==> src/pmr_regs.svh <==
`ifndef PMR_REGS_SVH
`define PMR_REGS_SVH
// byte addresses
`define PMR_CTRL_ADDR   8'h00
`define PMR_STAT_ADDR   8'h04
// control register fields
`define PMR_SKIP_BIT    15
`define PMR_RCLR_BIT    8
`define PMR_READY_BIT   7
`define PMR_SEL_HI      6
`define PMR_SEL_LO      5
`define PMR_TRIG_BIT    4
`define PMR_LAN_BIT     3
`define PMR_IRQ_BIT     2
// status register fields
`define PMR_ST_HI       1
`define PMR_ST_LO       0
`define PMR_ST_RST_BIT  2
`define PMR_ST_BUSY_BIT 3
`define PMR_ST_OP_BIT   4
// reset values
`define PMR_SEL_RST     2'h2
`define PMR_RCLR_RST    1'h1
`define PMR_SKIP_RST    1'h0
// timing
`define PMR_CLK_MHZ     200
`define PMR_HOLD_US     4000
`define PMR_EXT_US      128000
`endif

==> src/pmr_pkg.sv <==
package pmr_pkg;
  typedef enum logic [1:0] {
    PMR_UNCFG = 2'h0,
    PMR_CFG   = 2'h1,
    PMR_SUSP  = 2'h3
  } pmr_pwr_type;

  typedef enum logic [1:0] {
    SLEEP_STATE_ZERO  = 2'h0,
    SLEEP_STATE_ONE   = 2'h1,
    SLEEP_STATE_TWO   = 2'h2,
    SLEEP_STATE_THREE = 2'h3
  } pmr_sleep_type;
endpackage : pmr_pkg

==> src/pmr_power_ctrl.sv <==
// What this block does
// - ready stays low until phy reset ends and phy reports operational
// - ready stays low while configuration loads from nonvolatile storage
// - bits 6:5 select sleep state zero to three, reset value 10b
// - on becoming unconfigured go unconfigured normal, selection back to 10b
// - sleep states zero and one behave the same
// - writing one to bit 4 resets the phy at least 4 ms
// - bit 4 clears itself when phy leaves reset, reset value 0
// - writes to bit 4 are ignored while it reads high
// - setting bit 4 drops ready at once, ready returns when phy operational
// - reset hold stretches to 128 ms unless analog settle wait skipped
// - bit 3 enables lan wake detections as wakeup events, reset 0
// - bit 2 enables phy interrupt as wakeup event, reset 0
// - both wake enables clear on resume completion when control set
// - clear control resets to 1, only remote wake resumes clear enables
// - after sleep state two, ready waits for phy to leave reset
`timescale 1ns/1ps
`default_nettype none
`include "pmr_regs.svh"

module pmr_power_ctrl
  import pmr_pkg::*;
#(
  parameter int CNT_W    = 25,
  parameter int HOLD_CYC = `PMR_HOLD_US * `PMR_CLK_MHZ,
  parameter int EXT_CYC  = `PMR_EXT_US * `PMR_CLK_MHZ
) (
  input  wire logic        pclk,
  input  wire logic        presetn,
  input  wire logic        psel,
  input  wire logic        penable,
  input  wire logic        pwrite,
  input  wire logic [7:0]  paddr,
  input  wire logic [31:0] pwdata,
  output logic [31:0]      prdata,
  output logic             pready,
  output logic             pslverr,
  input  wire logic        usb_configured,
  input  wire logic        host_suspend,
  input  wire logic        remote_wake,
  input  wire logic        cfg_load_busy,
  input  wire logic        phy_operational,
  output logic             phy_reset,
  output logic             device_ready,
  output logic             sleep_active,
  output logic [1:0]       sleep_state,
  output logic             lan_wake_enable,
  output logic             transceiver_irq_wake_enable
);

  localparam logic [CNT_W-1:0] HOLD_LD = CNT_W'(HOLD_CYC);
  localparam logic [CNT_W-1:0] EXT_LD  = CNT_W'(EXT_CYC);

  pmr_pwr_type       state_q;
  logic [1:0]        sel_q;
  logic              trig_q;
  logic [CNT_W-1:0]  cnt_q;
  logic              hold_q;
  logic              skip_q;
  logic              rclr_q;
  logic              lan_q;
  logic              irq_q;
  logic              ready_q;
  logic [31:0]       prdata_q;
  logic [1:0]        busy_sync_q;
  logic [1:0]        op_sync_q;

  logic              acc;
  logic              wr_ctrl;
  logic              trig_set;
  logic              phy_hold;
  logic              hold_fall;
  logic              unconf_evt;
  logic              resume_done;
  logic              wake_clr;
  logic              ready_d;

  function automatic logic mapped(input logic [7:0] a);
    mapped = (a == `PMR_CTRL_ADDR) || (a == `PMR_STAT_ADDR);
  endfunction : mapped

  // zero-wait slave, read data captured during setup
  assign acc     = psel && penable;
  assign wr_ctrl = acc && pwrite && (paddr == `PMR_CTRL_ADDR);
  assign pready  = 1'b1;
  assign pslverr = acc && !mapped(paddr);
  assign prdata  = prdata_q;

  // pin-side levels pass two flops first
  // busy resets high so ready cannot rise before the first real sample
  always_ff @(posedge pclk or negedge presetn) begin
    if (!presetn) begin
      busy_sync_q <= 2'h3;
      op_sync_q   <= 2'h0;
    end else begin
      busy_sync_q <= {busy_sync_q[0], cfg_load_busy};
      op_sync_q   <= {op_sync_q[0], phy_operational};
    end
  end

  // a resume counts once, on the cycle the host lets go of suspend
  assign unconf_evt  = (state_q != PMR_UNCFG) && !usb_configured;
  assign resume_done = (state_q == PMR_SUSP) && !host_suspend && usb_configured;

  always_ff @(posedge pclk or negedge presetn) begin
    if (!presetn) begin
      state_q <= PMR_UNCFG;
    end else begin
      case (state_q)
        PMR_UNCFG: if (usb_configured) begin
          state_q <= PMR_CFG;
        end
        PMR_CFG: if (!usb_configured) begin
          state_q <= PMR_UNCFG;
        end else if (host_suspend) begin
          state_q <= PMR_SUSP;
        end
        PMR_SUSP: if (!usb_configured) begin
          state_q <= PMR_UNCFG;
        end else if (!host_suspend) begin
          state_q <= PMR_CFG;
        end
        default: state_q <= PMR_UNCFG;
      endcase
    end
  end

  // hardware restore beats a software write in the same cycle
  always_ff @(posedge pclk or negedge presetn) begin
    if (!presetn) begin
      sel_q <= `PMR_SEL_RST;
    end else if (unconf_evt) begin
      sel_q <= `PMR_SEL_RST;
    end else if (wr_ctrl) begin
      sel_q <= pwdata[`PMR_SEL_HI:`PMR_SEL_LO];
    end
  end

  // zero and one share one behaviour downstream
  assign sleep_state  = (sel_q == SLEEP_STATE_ONE) ? SLEEP_STATE_ZERO : sel_q;
  assign sleep_active = (state_q == PMR_SUSP);

  // phy kept in reset while unconfigured and during sleep state two
  assign phy_hold  = (state_q == PMR_UNCFG) ||
                     ((state_q == PMR_SUSP) && (sel_q == SLEEP_STATE_TWO));
  assign hold_fall = hold_q && !phy_hold;
  assign trig_set  = wr_ctrl && !trig_q && pwdata[`PMR_TRIG_BIT];

  // registered copy of the hold, its fall restarts the timer
  always_ff @(posedge pclk or negedge presetn) begin
    if (!presetn) begin
      hold_q <= 1'b1;
    end else begin
      hold_q <= phy_hold;
    end
  end

  always_ff @(posedge pclk or negedge presetn) begin
    if (!presetn) begin
      cnt_q <= '0;
    end else if (trig_set || hold_fall) begin
      // skip is taken as it stands before this write
      cnt_q <= skip_q ? HOLD_LD : EXT_LD;
    end else if (cnt_q != '0) begin
      cnt_q <= cnt_q - CNT_W'(1);
    end
  end

  always_ff @(posedge pclk or negedge presetn) begin
    if (!presetn) begin
      trig_q <= 1'b0;
    end else if (trig_set) begin
      trig_q <= 1'b1;
    // stays up until the phy really leaves reset, a restarted hold included
    end else if (trig_q && (cnt_q == CNT_W'(1)) && !phy_hold && !hold_fall) begin
      trig_q <= 1'b0;
    end
  end

  assign phy_reset = phy_hold || (cnt_q != '0);

  always_ff @(posedge pclk or negedge presetn) begin
    if (!presetn) begin
      skip_q <= `PMR_SKIP_RST;
      rclr_q <= `PMR_RCLR_RST;
    end else if (wr_ctrl) begin
      skip_q <= pwdata[`PMR_SKIP_BIT];
      rclr_q <= pwdata[`PMR_RCLR_BIT];
    end
  end

  // host-started resumes leave the enables alone
  assign wake_clr = resume_done && remote_wake && rclr_q;

  always_ff @(posedge pclk or negedge presetn) begin
    if (!presetn) begin
      lan_q <= 1'b0;
      irq_q <= 1'b0;
    end else if (wr_ctrl) begin
      lan_q <= pwdata[`PMR_LAN_BIT];
      irq_q <= pwdata[`PMR_IRQ_BIT];
    end else if (wake_clr) begin
      lan_q <= 1'b0;
      irq_q <= 1'b0;
    end
  end

  assign lan_wake_enable             = lan_q;
  assign transceiver_irq_wake_enable = irq_q;

  // trig_set folded in so ready drops on the same edge
  // ready from a flop, so bus decode glitches never reach the pin
  assign ready_d = !trig_set && !trig_q && !phy_hold && (cnt_q == '0) &&
                   op_sync_q[1] && !busy_sync_q[1];

  always_ff @(posedge pclk or negedge presetn) begin
    if (!presetn) begin
      ready_q <= 1'b0;
    end else begin
      ready_q <= ready_d;
    end
  end

  assign device_ready = ready_q;

  always_ff @(posedge pclk or negedge presetn) begin
    if (!presetn) begin
      prdata_q <= 32'h0000_0000;
    end else if (psel && !penable && !pwrite) begin
      // unmapped offsets read as zero
      prdata_q <= 32'h0000_0000;
      if (paddr == `PMR_CTRL_ADDR) begin
        prdata_q[`PMR_SKIP_BIT]              <= skip_q;
        prdata_q[`PMR_RCLR_BIT]              <= rclr_q;
        prdata_q[`PMR_READY_BIT]             <= ready_q;
        prdata_q[`PMR_SEL_HI:`PMR_SEL_LO]    <= sel_q;
        prdata_q[`PMR_TRIG_BIT]              <= trig_q;
        prdata_q[`PMR_LAN_BIT]               <= lan_q;
        prdata_q[`PMR_IRQ_BIT]               <= irq_q;
      end else if (paddr == `PMR_STAT_ADDR) begin
        prdata_q[`PMR_ST_HI:`PMR_ST_LO]      <= state_q;
        prdata_q[`PMR_ST_RST_BIT]            <= phy_reset;
        prdata_q[`PMR_ST_BUSY_BIT]           <= busy_sync_q[1];
        prdata_q[`PMR_ST_OP_BIT]             <= op_sync_q[1];
      end
    end
  end
endmodule : pmr_power_ctrl
`default_nettype wire

==> config.mk <==
export PLATFORM = sky130hd
export DESIGN_NAME = pmr_power_ctrl
export DESIGN_NICKNAME = d
export VERILOG_FILES = /design/src/pmr_pkg.sv /design/src/pmr_power_ctrl.sv
export VERILOG_INCLUDE_DIRS = /design/src /design/src/src
export SDC_FILE = /design/constraint.sdc
export NUM_CORES = 1
export LEC_CHECK = 0
export BUFFER_PORTS_ARGS = -buffer_cell sky130_fd_sc_hd__buf_4
export CORE_ASPECT_RATIO = 1.2
export CORE_UTILIZATION = 47
export DETAILED_ROUTE_END_ITERATION = 10
export PLACE_DENSITY_LB_ADDON = 0.15
export SYNTH_ARGS = -nofsm -noshare
export SYNTH_HDL_FRONTEND = slang
export SYNTH_SLANG_ARGS = --single-unit
==> constraint.sdc <==
create_clock -name pclk -period 3 [get_ports pclk]
set_input_delay 0.75 -clock pclk [delete_from_list [all_inputs] [get_ports pclk]]
set_output_delay 0.75 -clock pclk [all_outputs]
set_load 0.05 [all_outputs]
==> flow_summary.yaml, run 1 <==
run_status:
  status: "completed"
place:
  pre_cts_slack_ns: 0.248
  dp_cells: 360
  post-dp-hpwl_um: 4000
  numPortBuffers: 42
  place.gp.congestion: 0.813
logic_synthesis:
  netlist.area_leader.share_pct: 42.2
  ys_warn_count: 0
  yosysSeqAreaShare_pct: 47.1
  synth.most_common_cell: "dfrtp_1"
  ys_seq_elements: 50
  yosysUniqueCellTypes: 55
  yosysTopAreaCell: "dfrtp_1"
  netlist_instances: 267
  synth_edf_count: 0
  synth_area_um2: 2670
  yosys-top-cells-count: "dfrtp_1, buf_4, o21ai_0"
  synth-main-ff-cell: "dfrtp_1"
  async_flop_share_pct: 100
  avgSynthCellArea_um2: 10.0
  synth_area_leaders: "dfrtp_1, buf_4, dfstp_2"
global_routing:
  groute.usage.overall_pct: 19.6
  grt_pass1_wl_um: 9240
  grt_overflow: 0
  antenna_found_initial: 0
  grt_pass1_vias: 1974
  grt_max_degree: 51
critical_path:
  worstPathArrival_ns: 2.12
  required_ns: 2.25
  crit_path_start: "cnt_q[15]"
  critPathKind: "reg2out"
  critPathCaptureType: "primary output"
  worst-path-max-fanout: 7
  cp-start-kind: "register"
  rr_startpoint: "cnt_q[5]"
sta:
  fin_tns_setup_ns: 0
  period_needed_ns: 2.87
  rsz0062_at_grt: "no"
  setup_viol: 0
  fmax_mhz: 348
  worst_pin_slew_ns: 0.633
  slew_headroom_pct: 57.8
  hold_viol: 0
  fin_ws_ns: 0.127
  finClkSkew_ns: 0.0101
  slew_violations: 0
  post-route-period-util_pct: 95.8
route:
  vias: 2061
  wl_um: 5580
  via_per_inst: 5.60
  drc_errors: 0
  initialDrtViolationCount: 116
  drt_pass1_iterations: 6
  ant_nets: 0
  route.detailed.wl_per_inst_um: 15.2
worst_hold_path:
  hp-start: "op_sync_q[0]"
  min_path_type: "reg2reg"
clock_tree:
  clk_latency_ns: 0.30
  cts_max_level: 2
  postCtsSetupBuffers: 0
  cts_tree: "yes"
  root_buffer: "clkbuf_8"
  cts.path.max_buffers: 2
  numCtsBuffers: 5
  path_clk_slew_ns: 0.09
  clock-sinks: 50
job:
  drv_cap: 0
floorplanning:
  rows: 29
  dieArea_um2: 5990
  initial_utilization_pct: 49.7
  core_area_um2: 5370
  fp.dieH_um: 84.6
  fp.dieW_um: 70.8
  num_io_pins: 91
layout:
  stdcell_count: 368
  final_nets: 358
  area_growth_pct: 14.2
  fin_util_pct: 56.8
  antenna_cells: 0
  drive_gt1_share_pct: 22.9
pwr:
  vdd_drop_max_mv: 0.377
  p_leak_nw: 1.40
  power.density_nw_per_um2: 629
==> layout by cell type (no fill, tap or decap), drive strengths merged, types with 3 or more instances in the layout <==
| master | n |
|---|---|
| xor2 | 5 |
| nor3 | 9 |
| ha | 3 |
| or3 | 10 |
| and3 | 3 |
| nor2b | 3 |
| clkbuf | 7 |
| xnor2 | 4 |
| nand2b | 5 |
| nand4b | 3 |
| or4 | 13 |
| nor2 | 18 |
| nand2 | 10 |
| a21oi | 11 |
| nand4 | 4 |
| conb | 23 |
| nand3 | 5 |
| dfstp | 5 |
| inv | 7 |
| nor4 | 4 |
| or2 | 3 |
| buf | 45 |
| dfrtp | 45 |
| mux2i | 5 |
| a22o | 5 |
| o21ai | 18 |
| o31ai | 8 |
==> per-layer routing <==
metal  share of wire (%)  wire length (um)  global-route usage [%]  vias up
li1                    -                 -                       -      994
met1                  46              2580                    25.4     1018
met2                  49              2760                    33.0       42
met3                 2.9               163                    3.72        7
met4                 1.4                79                    6.18        0
met5                   0                 0                       0        -
==> worst paths after layout <==
check	endpoint	slack [ns]	cells past startpoint
setup / recovery	phy_reset	0.13	5
hold / removal	op_sync_q[1]	0.35	0
setup reg to reg	cnt_q[22]	0.56	5
hold reg to reg	op_sync_q[1]	0.35	0
max in group asynchronous	cnt_q[9]	2.11	1
min in group asynchronous	cnt_q[15]	0.45	1
==> sequential cells by signal, indices dropped and copies added, names as in the netlist <==
register,flops
transceiver_irq_wake_enable,1
busy_sync_q,2
cnt_q,25
trig_q,1
state_q,2
op_sync_q,2
hold_q,1
skip_q,1
lan_wake_enable,1
sel_q,2
prdata,10
rclr_q,1
device_ready,1
==> worst max-delay path, cell delays in order (launching register included) <==
cell and delay (ns):
dfrtp_1 0.43, or4_1 0.63, nand4b_4 0.27, nor2_2 0.17, nand2_1 0.10, buf_4 0.21
==> metrics by stage <==
step	hold slack [ns]	power, mW	instance area (um2)
5_1_grt	0.365	2.05	3050
3_5_place_dp	0.335	1.46	2940
2_1_floorplan	0.331	1.34	2750
4_1_cts	0.355	1.93	3040
3_3_place_gp	0.334	1.44	2940
6_report	0.354	1.92	3050
==> report_power, final <==
part / leakage (nW) / internal, mW / total (mW) / switching (mW)
clock: 0.0524 / 0.250 / 0.466 / 0.216
sequential: 0.640 / 0.775 / 0.896 / 0.121
combinational: 0.706 / 0.221 / 0.556 / 0.335
total: 1.40 / 1.25 / 1.92 / 0.672
==> cell families (layout without fill, tap and decap cells) <==
family / after synthesis / count (layout) / share of synthesized area, %
xor gates and xnor gates: 9 / 9 / 2.95
AOI/OAI and AO/OA: 53 / 53 / 12.7
adders and majority gates: 3 / 3 / 1.41
buffers and inverters: 42 / 60 / 9.56
muxes: 7 / 7 / 2.72
and+or+nand+nor: 101 / 101 / 23.3
DFF: 50 / 50 / 47.1
other: 2 / 23 / 0.281
==> final cells by class <==
class | instances | area [um2]
multi-input combinational | 196 | 1250
clock inverter | 1 | 30.0
inverter | 7 | 26.3
tap | 62 | 77.6
timing repair buffer | 45 | 338
clock buffer | 7 | 76.3
fill | 483 | 2320
sequential | 50 | 1260
==> repair_timing <==
action | in CTS | in global routing
resized for setup | 0 | 1
setup endpoints to repair | 0 | 1
hold endpoints to repair | 0 | 0
hold buffers | 0 | 0
Power figures use the tool's default switching activity.
==> run 2: changes to the inputs <==
--- a/config.mk
+++ b/config.mk
@@ -6,7 +6,8 @@
 export SDC_FILE = /design/constraint.sdc
 export NUM_CORES = 1
 export LEC_CHECK = 0
-export BUFFER_PORTS_ARGS = -buffer_cell sky130_fd_sc_hd__buf_4
+export ABC_AREA = 1
+export BUFFER_PORTS_ARGS = -buffer_cell sky130_fd_sc_hd__buf_2
 export CORE_ASPECT_RATIO = 1.2
 export CORE_UTILIZATION = 47
 export DETAILED_ROUTE_END_ITERATION = 10
==> run 2 against run 1 <==
Effect of this change:
- die area rose by 8.8%
- synthesized area rose by 9.0%
- critical path depth grew 2
- non-clock buffer count rose by 2
- critical endpoint unchanged
- clock power fell by 17%
- clock skew decreased by 0.0021 ns
- hold slack hardly changed
- cell count grew 35%
- sequential power shrank 3.9%
- clock-buffer cell count did not move
- critical path type unchanged
- via count rose by 15%
==> flow_summary.yaml, run 2 <==
floorplanning:
  fp.dieW_um: 73.9
  rows: 31
  initial_utilization_pct: 48.4
  num_io_pins: 91
  fp.dieH_um: 88.2
  core_area_um2: 6010
  dieArea_um2: 6520
logic_synthesis:
  synth_area_um2: 2910
  synth_edf_count: 0
  synth_area_leaders: "dfrtp_1, nand2_1, nor2_1"
  synth-main-ff-cell: "dfrtp_1"
  netlist.area_leader.share_pct: 38.7
  ys_warn_count: 0
  synth_fa_ha_area_share_pct: 1.29
  synth.most_common_cell: "nand2_1"
  yosysTopAreaCell: "dfrtp_1"
  async_flop_share_pct: 100
  synth_compound_area_share_pct: 4.60
  synth_mux_area_share_pct: 0.773
  synth_top_family_by_area: "simple AND/OR/NAND/NOR gates"
  netlist_instances: 367
  synth_xor_area_share_pct: 3.61
  yosys.area_share.simple_pct: 33.5
  ys_seq_elements: 50
  yosys-top-cells-count: "nand2_1, nor2_1, dfrtp_1"
  yosysSeqAreaShare_pct: 43.2
  yosysUniqueCellTypes: 36
  avgSynthCellArea_um2: 7.94
place:
  post-dp-hpwl_um: 4550
  pre_cts_slack_ns: 0.656
  numPortBuffers: 42
  place.gp.congestion: 0.863
layout:
  drive_gt1_share_pct: 21.3
  nFillCells: 600
  mostFrequentLayoutCell: "nand2_1"
  antenna_cells: 0
  regMostFlops: "cnt_q"
  final_nets: 466
  area_growth_pct: 9.75
  final_cell_mix: "nand2_1, nor2_1, dfrtp_1"
  largest_reg_flops: 25
critical_path:
  crit_path_start: "cnt_q[17]"
  critPathKind: "reg2out"
  worstPathArrival_ns: 1.77
  critPathCaptureType: "primary output"
  cp-start-kind: "register"
  worst-path-max-fanout: 4
  rr_startpoint: "cnt_q[0]"
  required_ns: 2.25
route:
  wl_um: 6100
  route.detailed.wl_per_inst_um: 12.3
  drc_errors: 0
  via_per_inst: 4.78
  drt_pass1_iterations: 4
  vias: 2370
  initialDrtViolationCount: 153
  ant_nets: 0
global_routing:
  grt_overflow: 0
  grt_use_met2_pct: 36.2
  met1_usage_pct: 25.2
  grt_pass1_wl_um: 10000
  grt_max_degree: 51
  met3_usage_pct: 3.42
  grt_pass1_vias: 2185
  groute.usage.overall_pct: 20.3
  grt_busiest_layer: "met2"
  antenna_found_initial: 0
sta:
  hold_viol: 0
  slew_headroom_pct: 58.3
  period_needed_ns: 2.52
  rsz0062_at_grt: "no"
  timing.hold.ws_ns: 0.354
  fmax_mhz: 397
  worst_pin_slew_ns: 0.626
  finClkSkew_ns: 0.00803
  fin_tns_setup_ns: 0
  setup_viol: 0
  slew_violations: 0
  fin_ws_ns: 0.484
  post-route-period-util_pct: 83.9
clock_tree:
  numCtsBuffers: 5
  path_clk_slew_ns: 0.09
  holdBufCountCts: 0
  cts_tree: "yes"
  root_buffer: "clkbuf_8"
  clock-sinks: 50
  postCtsSetupBuffers: 0
  cts_resized: 0
  cts_max_level: 2
  cts.path.max_buffers: 2
  clk_latency_ns: 0.30
worst_hold_path:
  hp-start: "op_sync_q[0]"
  min_path_type: "reg2reg"
run_status:
  status: "completed"
job:
  drv_cap: 0
pwr:
  power.density_nw_per_um2: 621
  p_leak_nw: 1.64
  vdd_drop_max_mv: 0.278
==> run 2: worst paths after layout <==
check                               endpoint  slack, ns  cells past startpoint
worst max-delay path               phy_reset       0.48                      7
worst min-delay path            op_sync_q[1]       0.35                      0
worst max register to register     cnt_q[18]       1.16                      7
worst min register to register  op_sync_q[1]       0.35                      0
max in group asynchronous          cnt_q[16]       2.04                      2
min in group asynchronous           cnt_q[5]       0.55                      2
==> run 2: area by class of cell <==
cell class	instances	area, um2	area share, %
Multi-Input combinational cell	271	1360	42.6
Sequential cell	50	1260	39.3
Timing Repair Buffer	47	248	7.75
Inverter	38	143	4.46
Tap cell	82	103	3.21
Clock buffer	7	76.3	2.39
Clock inverter	1	7.51	0.235
==> run 2: power by group <==
group | leakage, nW | switching [mW] | internal [mW]
clock network | 0.0385 | 0.222 | 0.166
registers | 0.608 | 0.0924 | 0.769
logic | 0.990 | 0.496 | 0.241
total | 1.64 | 0.810 | 1.18
==> run 2: metal layers <==
layer	up-vias	wire length [um]
met1	1096	2690
met2	65	3080
met5	-	0
met3	8	232
li1	1201	-
met4	0	91
==> run 2: worst max-delay path: stages, from the launching register on <==
cell     delay, ns
dfrtp_1       0.41
nor2_1        0.18
nand2_1       0.11
nor2_2        0.15
nand2_1       0.13
inv_1         0.11
nand4_1       0.14
buf_2         0.25
==> run 2: logic make-up after synthesis <==
family	Yosys count
AND/OR/NAND/NOR	208
buffers and inverters	67
flip-flops	50
AO/OA/AOI/OAI	23
XOR/XNOR	12
adder cells (fa/ha/maj)	3
other	2
multiplexers	2
==> run 2: metrics by stage <==
stage	utilization [%]	total power, mW	instance area (um2)	std cells
after global placement	51.8	1.59	3110	488
after floorplan	-	1.47	2990	388
final	53.2	1.99	3200	496
after detailed placement	51.8	1.61	3110	488
after global routing	53.2	2.13	3200	496
after CTS	53.2	2.00	3200	496
==> run 3: changes to the inputs <==
--- a/config.mk
+++ b/config.mk
@@ -9,7 +9,7 @@
 export ABC_AREA = 1
 export BUFFER_PORTS_ARGS = -buffer_cell sky130_fd_sc_hd__buf_2
 export CORE_ASPECT_RATIO = 1.2
-export CORE_UTILIZATION = 47
+export CORE_UTILIZATION = 46
 export DETAILED_ROUTE_END_ITERATION = 10
 export PLACE_DENSITY_LB_ADDON = 0.15
 export SYNTH_ARGS = -nofsm -noshare
==> constraint.sdc (replaced) <==
create_clock -name pclk -period 2.2 [get_ports pclk]
set_input_delay 0.55 -clock pclk [delete_from_list [all_inputs] [get_ports pclk]]
set_output_delay 0.55 -clock pclk [all_outputs]
set_load 0.05 [all_outputs]
==> run 3 against run 2 <==
Effect of this change:
- hold slack lost 0.15 ns
- worst setup slack lost 0.43 ns
- power grew 47%
- clock skew shrank 0.0046 ns
- utilization grew 2.5 points
- final area grew 6.0%
- sequential cell count is the same
- critical path type unchanged
- largest power group unchanged
==> flow_summary.yaml, run 3 (synthesis results as in run 2) <==
clock_tree:
  cts_tree: "yes"
  holdBufCountCts: 0
  clk_latency_ns: 0.30
  cts.path.max_buffers: 2
  numCtsBuffers: 5
  clock-sinks: 50
  cts_max_level: 2
  root_buffer: "clkbuf_8"
  path_clk_slew_ns: 0.09
route:
  drc_errors: 0
  vias: 2446
  via_per_inst: 4.80
  route.detailed.wl_per_inst_um: 12.2
  drt_pass1_iterations: 4
  ant_nets: 0
  initialDrtViolationCount: 111
  wl_um: 6200
floorplanning:
  fp.dieW_um: 74.6
  dieArea_um2: 6660
  num_io_pins: 91
  initial_utilization_pct: 47.8
  core_area_um2: 6090
  rows: 31
  fp.dieH_um: 89.2
critical_path:
  worst-path-max-fanout: 3
  cpMostUsedCell: "nor2_2"
  path_cells: "nor2_2 > nand2_1 > nor2_2 > nand2_2 > inv_2 > nand4_1 > buf_6"
  rr_worst_depth: 7
  critPathSlowestCell: "dfrtp_1"
  crit_path_end: "phy_reset"
  cpPeakStageDelay_ns: 0.42
  cp.depth: 7
  crit_path_start: "cnt_q[21]"
  critPathKind: "reg2out"
  cp-start-kind: "register"
  required_ns: 1.65
  r2r-end: "cnt_q[18]"
  r2r_slack_ns: 0.36
  critPathCaptureType: "primary output"
  cp_top_family: "simple AND/OR/NAND/NOR gates"
  rr_startpoint: "cnt_q[0]"
  path_buf_inv: 2
  worstPathArrival_ns: 1.60
layout:
  postLayoutCellArea_um2: 3390
  regMostFlops: "cnt_q"
  final_cell_mix: "nand2_1, nor2_1, dfrtp_1"
  nFillCells: 587
  final_nets: 480
  fin_util_pct: 55.7
  mostFrequentLayoutCell: "nand2_1"
  area_growth_pct: 16.4
  largest_reg_flops: 25
  antenna_cells: 0
  drive_gt1_share_pct: 27.3
sta:
  setup_viol: 0
  post-route-period-util_pct: 97.7
  period_needed_ns: 2.15
  slew_violations: 0
  finClkSkew_ns: 0.00343
  fmax_mhz: 465
  rsz0062_at_grt: "yes"
  fin_ws_ns: 0.0512
  hold_viol: 0
place:
  pre_cts_slack_ns: 0.217
  post-dp-hpwl_um: 4620
  numPortBuffers: 42
  placed_area_um2: 3150
  place.gp.congestion: 0.828
global_routing:
  grt_pass1_wl_um: 10700
  grt_overflow: 0
  antenna_found_initial: 0
  groute.usage.overall_pct: 21.2
  met1_usage_pct: 26.3
  grt_busiest_layer: "met2"
  grt_max_degree: 31
  grt_pass1_vias: 2316
  grt_use_met2_pct: 35.5
  met3_usage_pct: 4.85
job:
  drv_cap: 0
worst_hold_path:
  min_path_type: "in2async"
pwr:
  vdd_drop_max_mv: 0.358
  p_leak_nw: 1.74
  power.density_nw_per_um2: 862
run_status:
  status: "completed"
run 3: cell type report:
class	count	area (um2)	share of cell area, %
inverter	38	143	4.21
clock inverter	1	30.0	0.886
timing repair buffer	61	372	11.0
clock buffer	7	86.3	2.55
tap	82	103	3.03
sequential	50	1260	37.1
multi-input combinational	271	1400	41.2
run 3: what timing repair did:
action | CTS | global route
endpoints found under the setup margin | 1 | 1
setup buffers | 5 | 6
gates resized for setup | 5 | 11
pin swaps | 3 | 8
run 3: through the flow:
step                      TNS (ns)  instances  hold slack (ns)  power (mW)
after floorplan                  0        388            0.254        2.01
after global placement           0        491            0.332        2.18
after detailed placement         0        491            0.337        2.20
after CTS                        0        504            0.218        2.87
after global routing       -0.0327        510            0.232        3.14
final                            0        510            0.200        2.92
run 3: how the worst min path moves through the flow:
| stage | depth (start not counted) | slack (ns) | to |
|---|---|---|---|
| after global placement | 0 | 0.33 | op_sync_q[1] |
| after global routing | 1 | 0.23 | cnt_q[8] |
| final | 1 | 0.20 | cnt_q[4] |
| after CTS | 1 | 0.22 | cnt_q[8] |
| after floorplan | 0 | 0.25 | cnt_q[0] |
| after detailed placement | 0 | 0.34 | op_sync_q[1] |
run 3: per-layer routing:
layer	part of all wire [%]	vias up
met4	2.0	0
met5	0	-
met1	43	1137
li1	-	1236
met2	51	64
met3	4.2	9
run 3: report_power, final:
group	internal (mW)	total, mW	leakage (nW)	switching [mW]
Clock	0.371	0.673	0.0585	0.302
Sequential	1.05	1.19	0.607	0.142
Combinational	0.372	1.06	1.07	0.685
Total	1.79	2.92	1.74	1.13
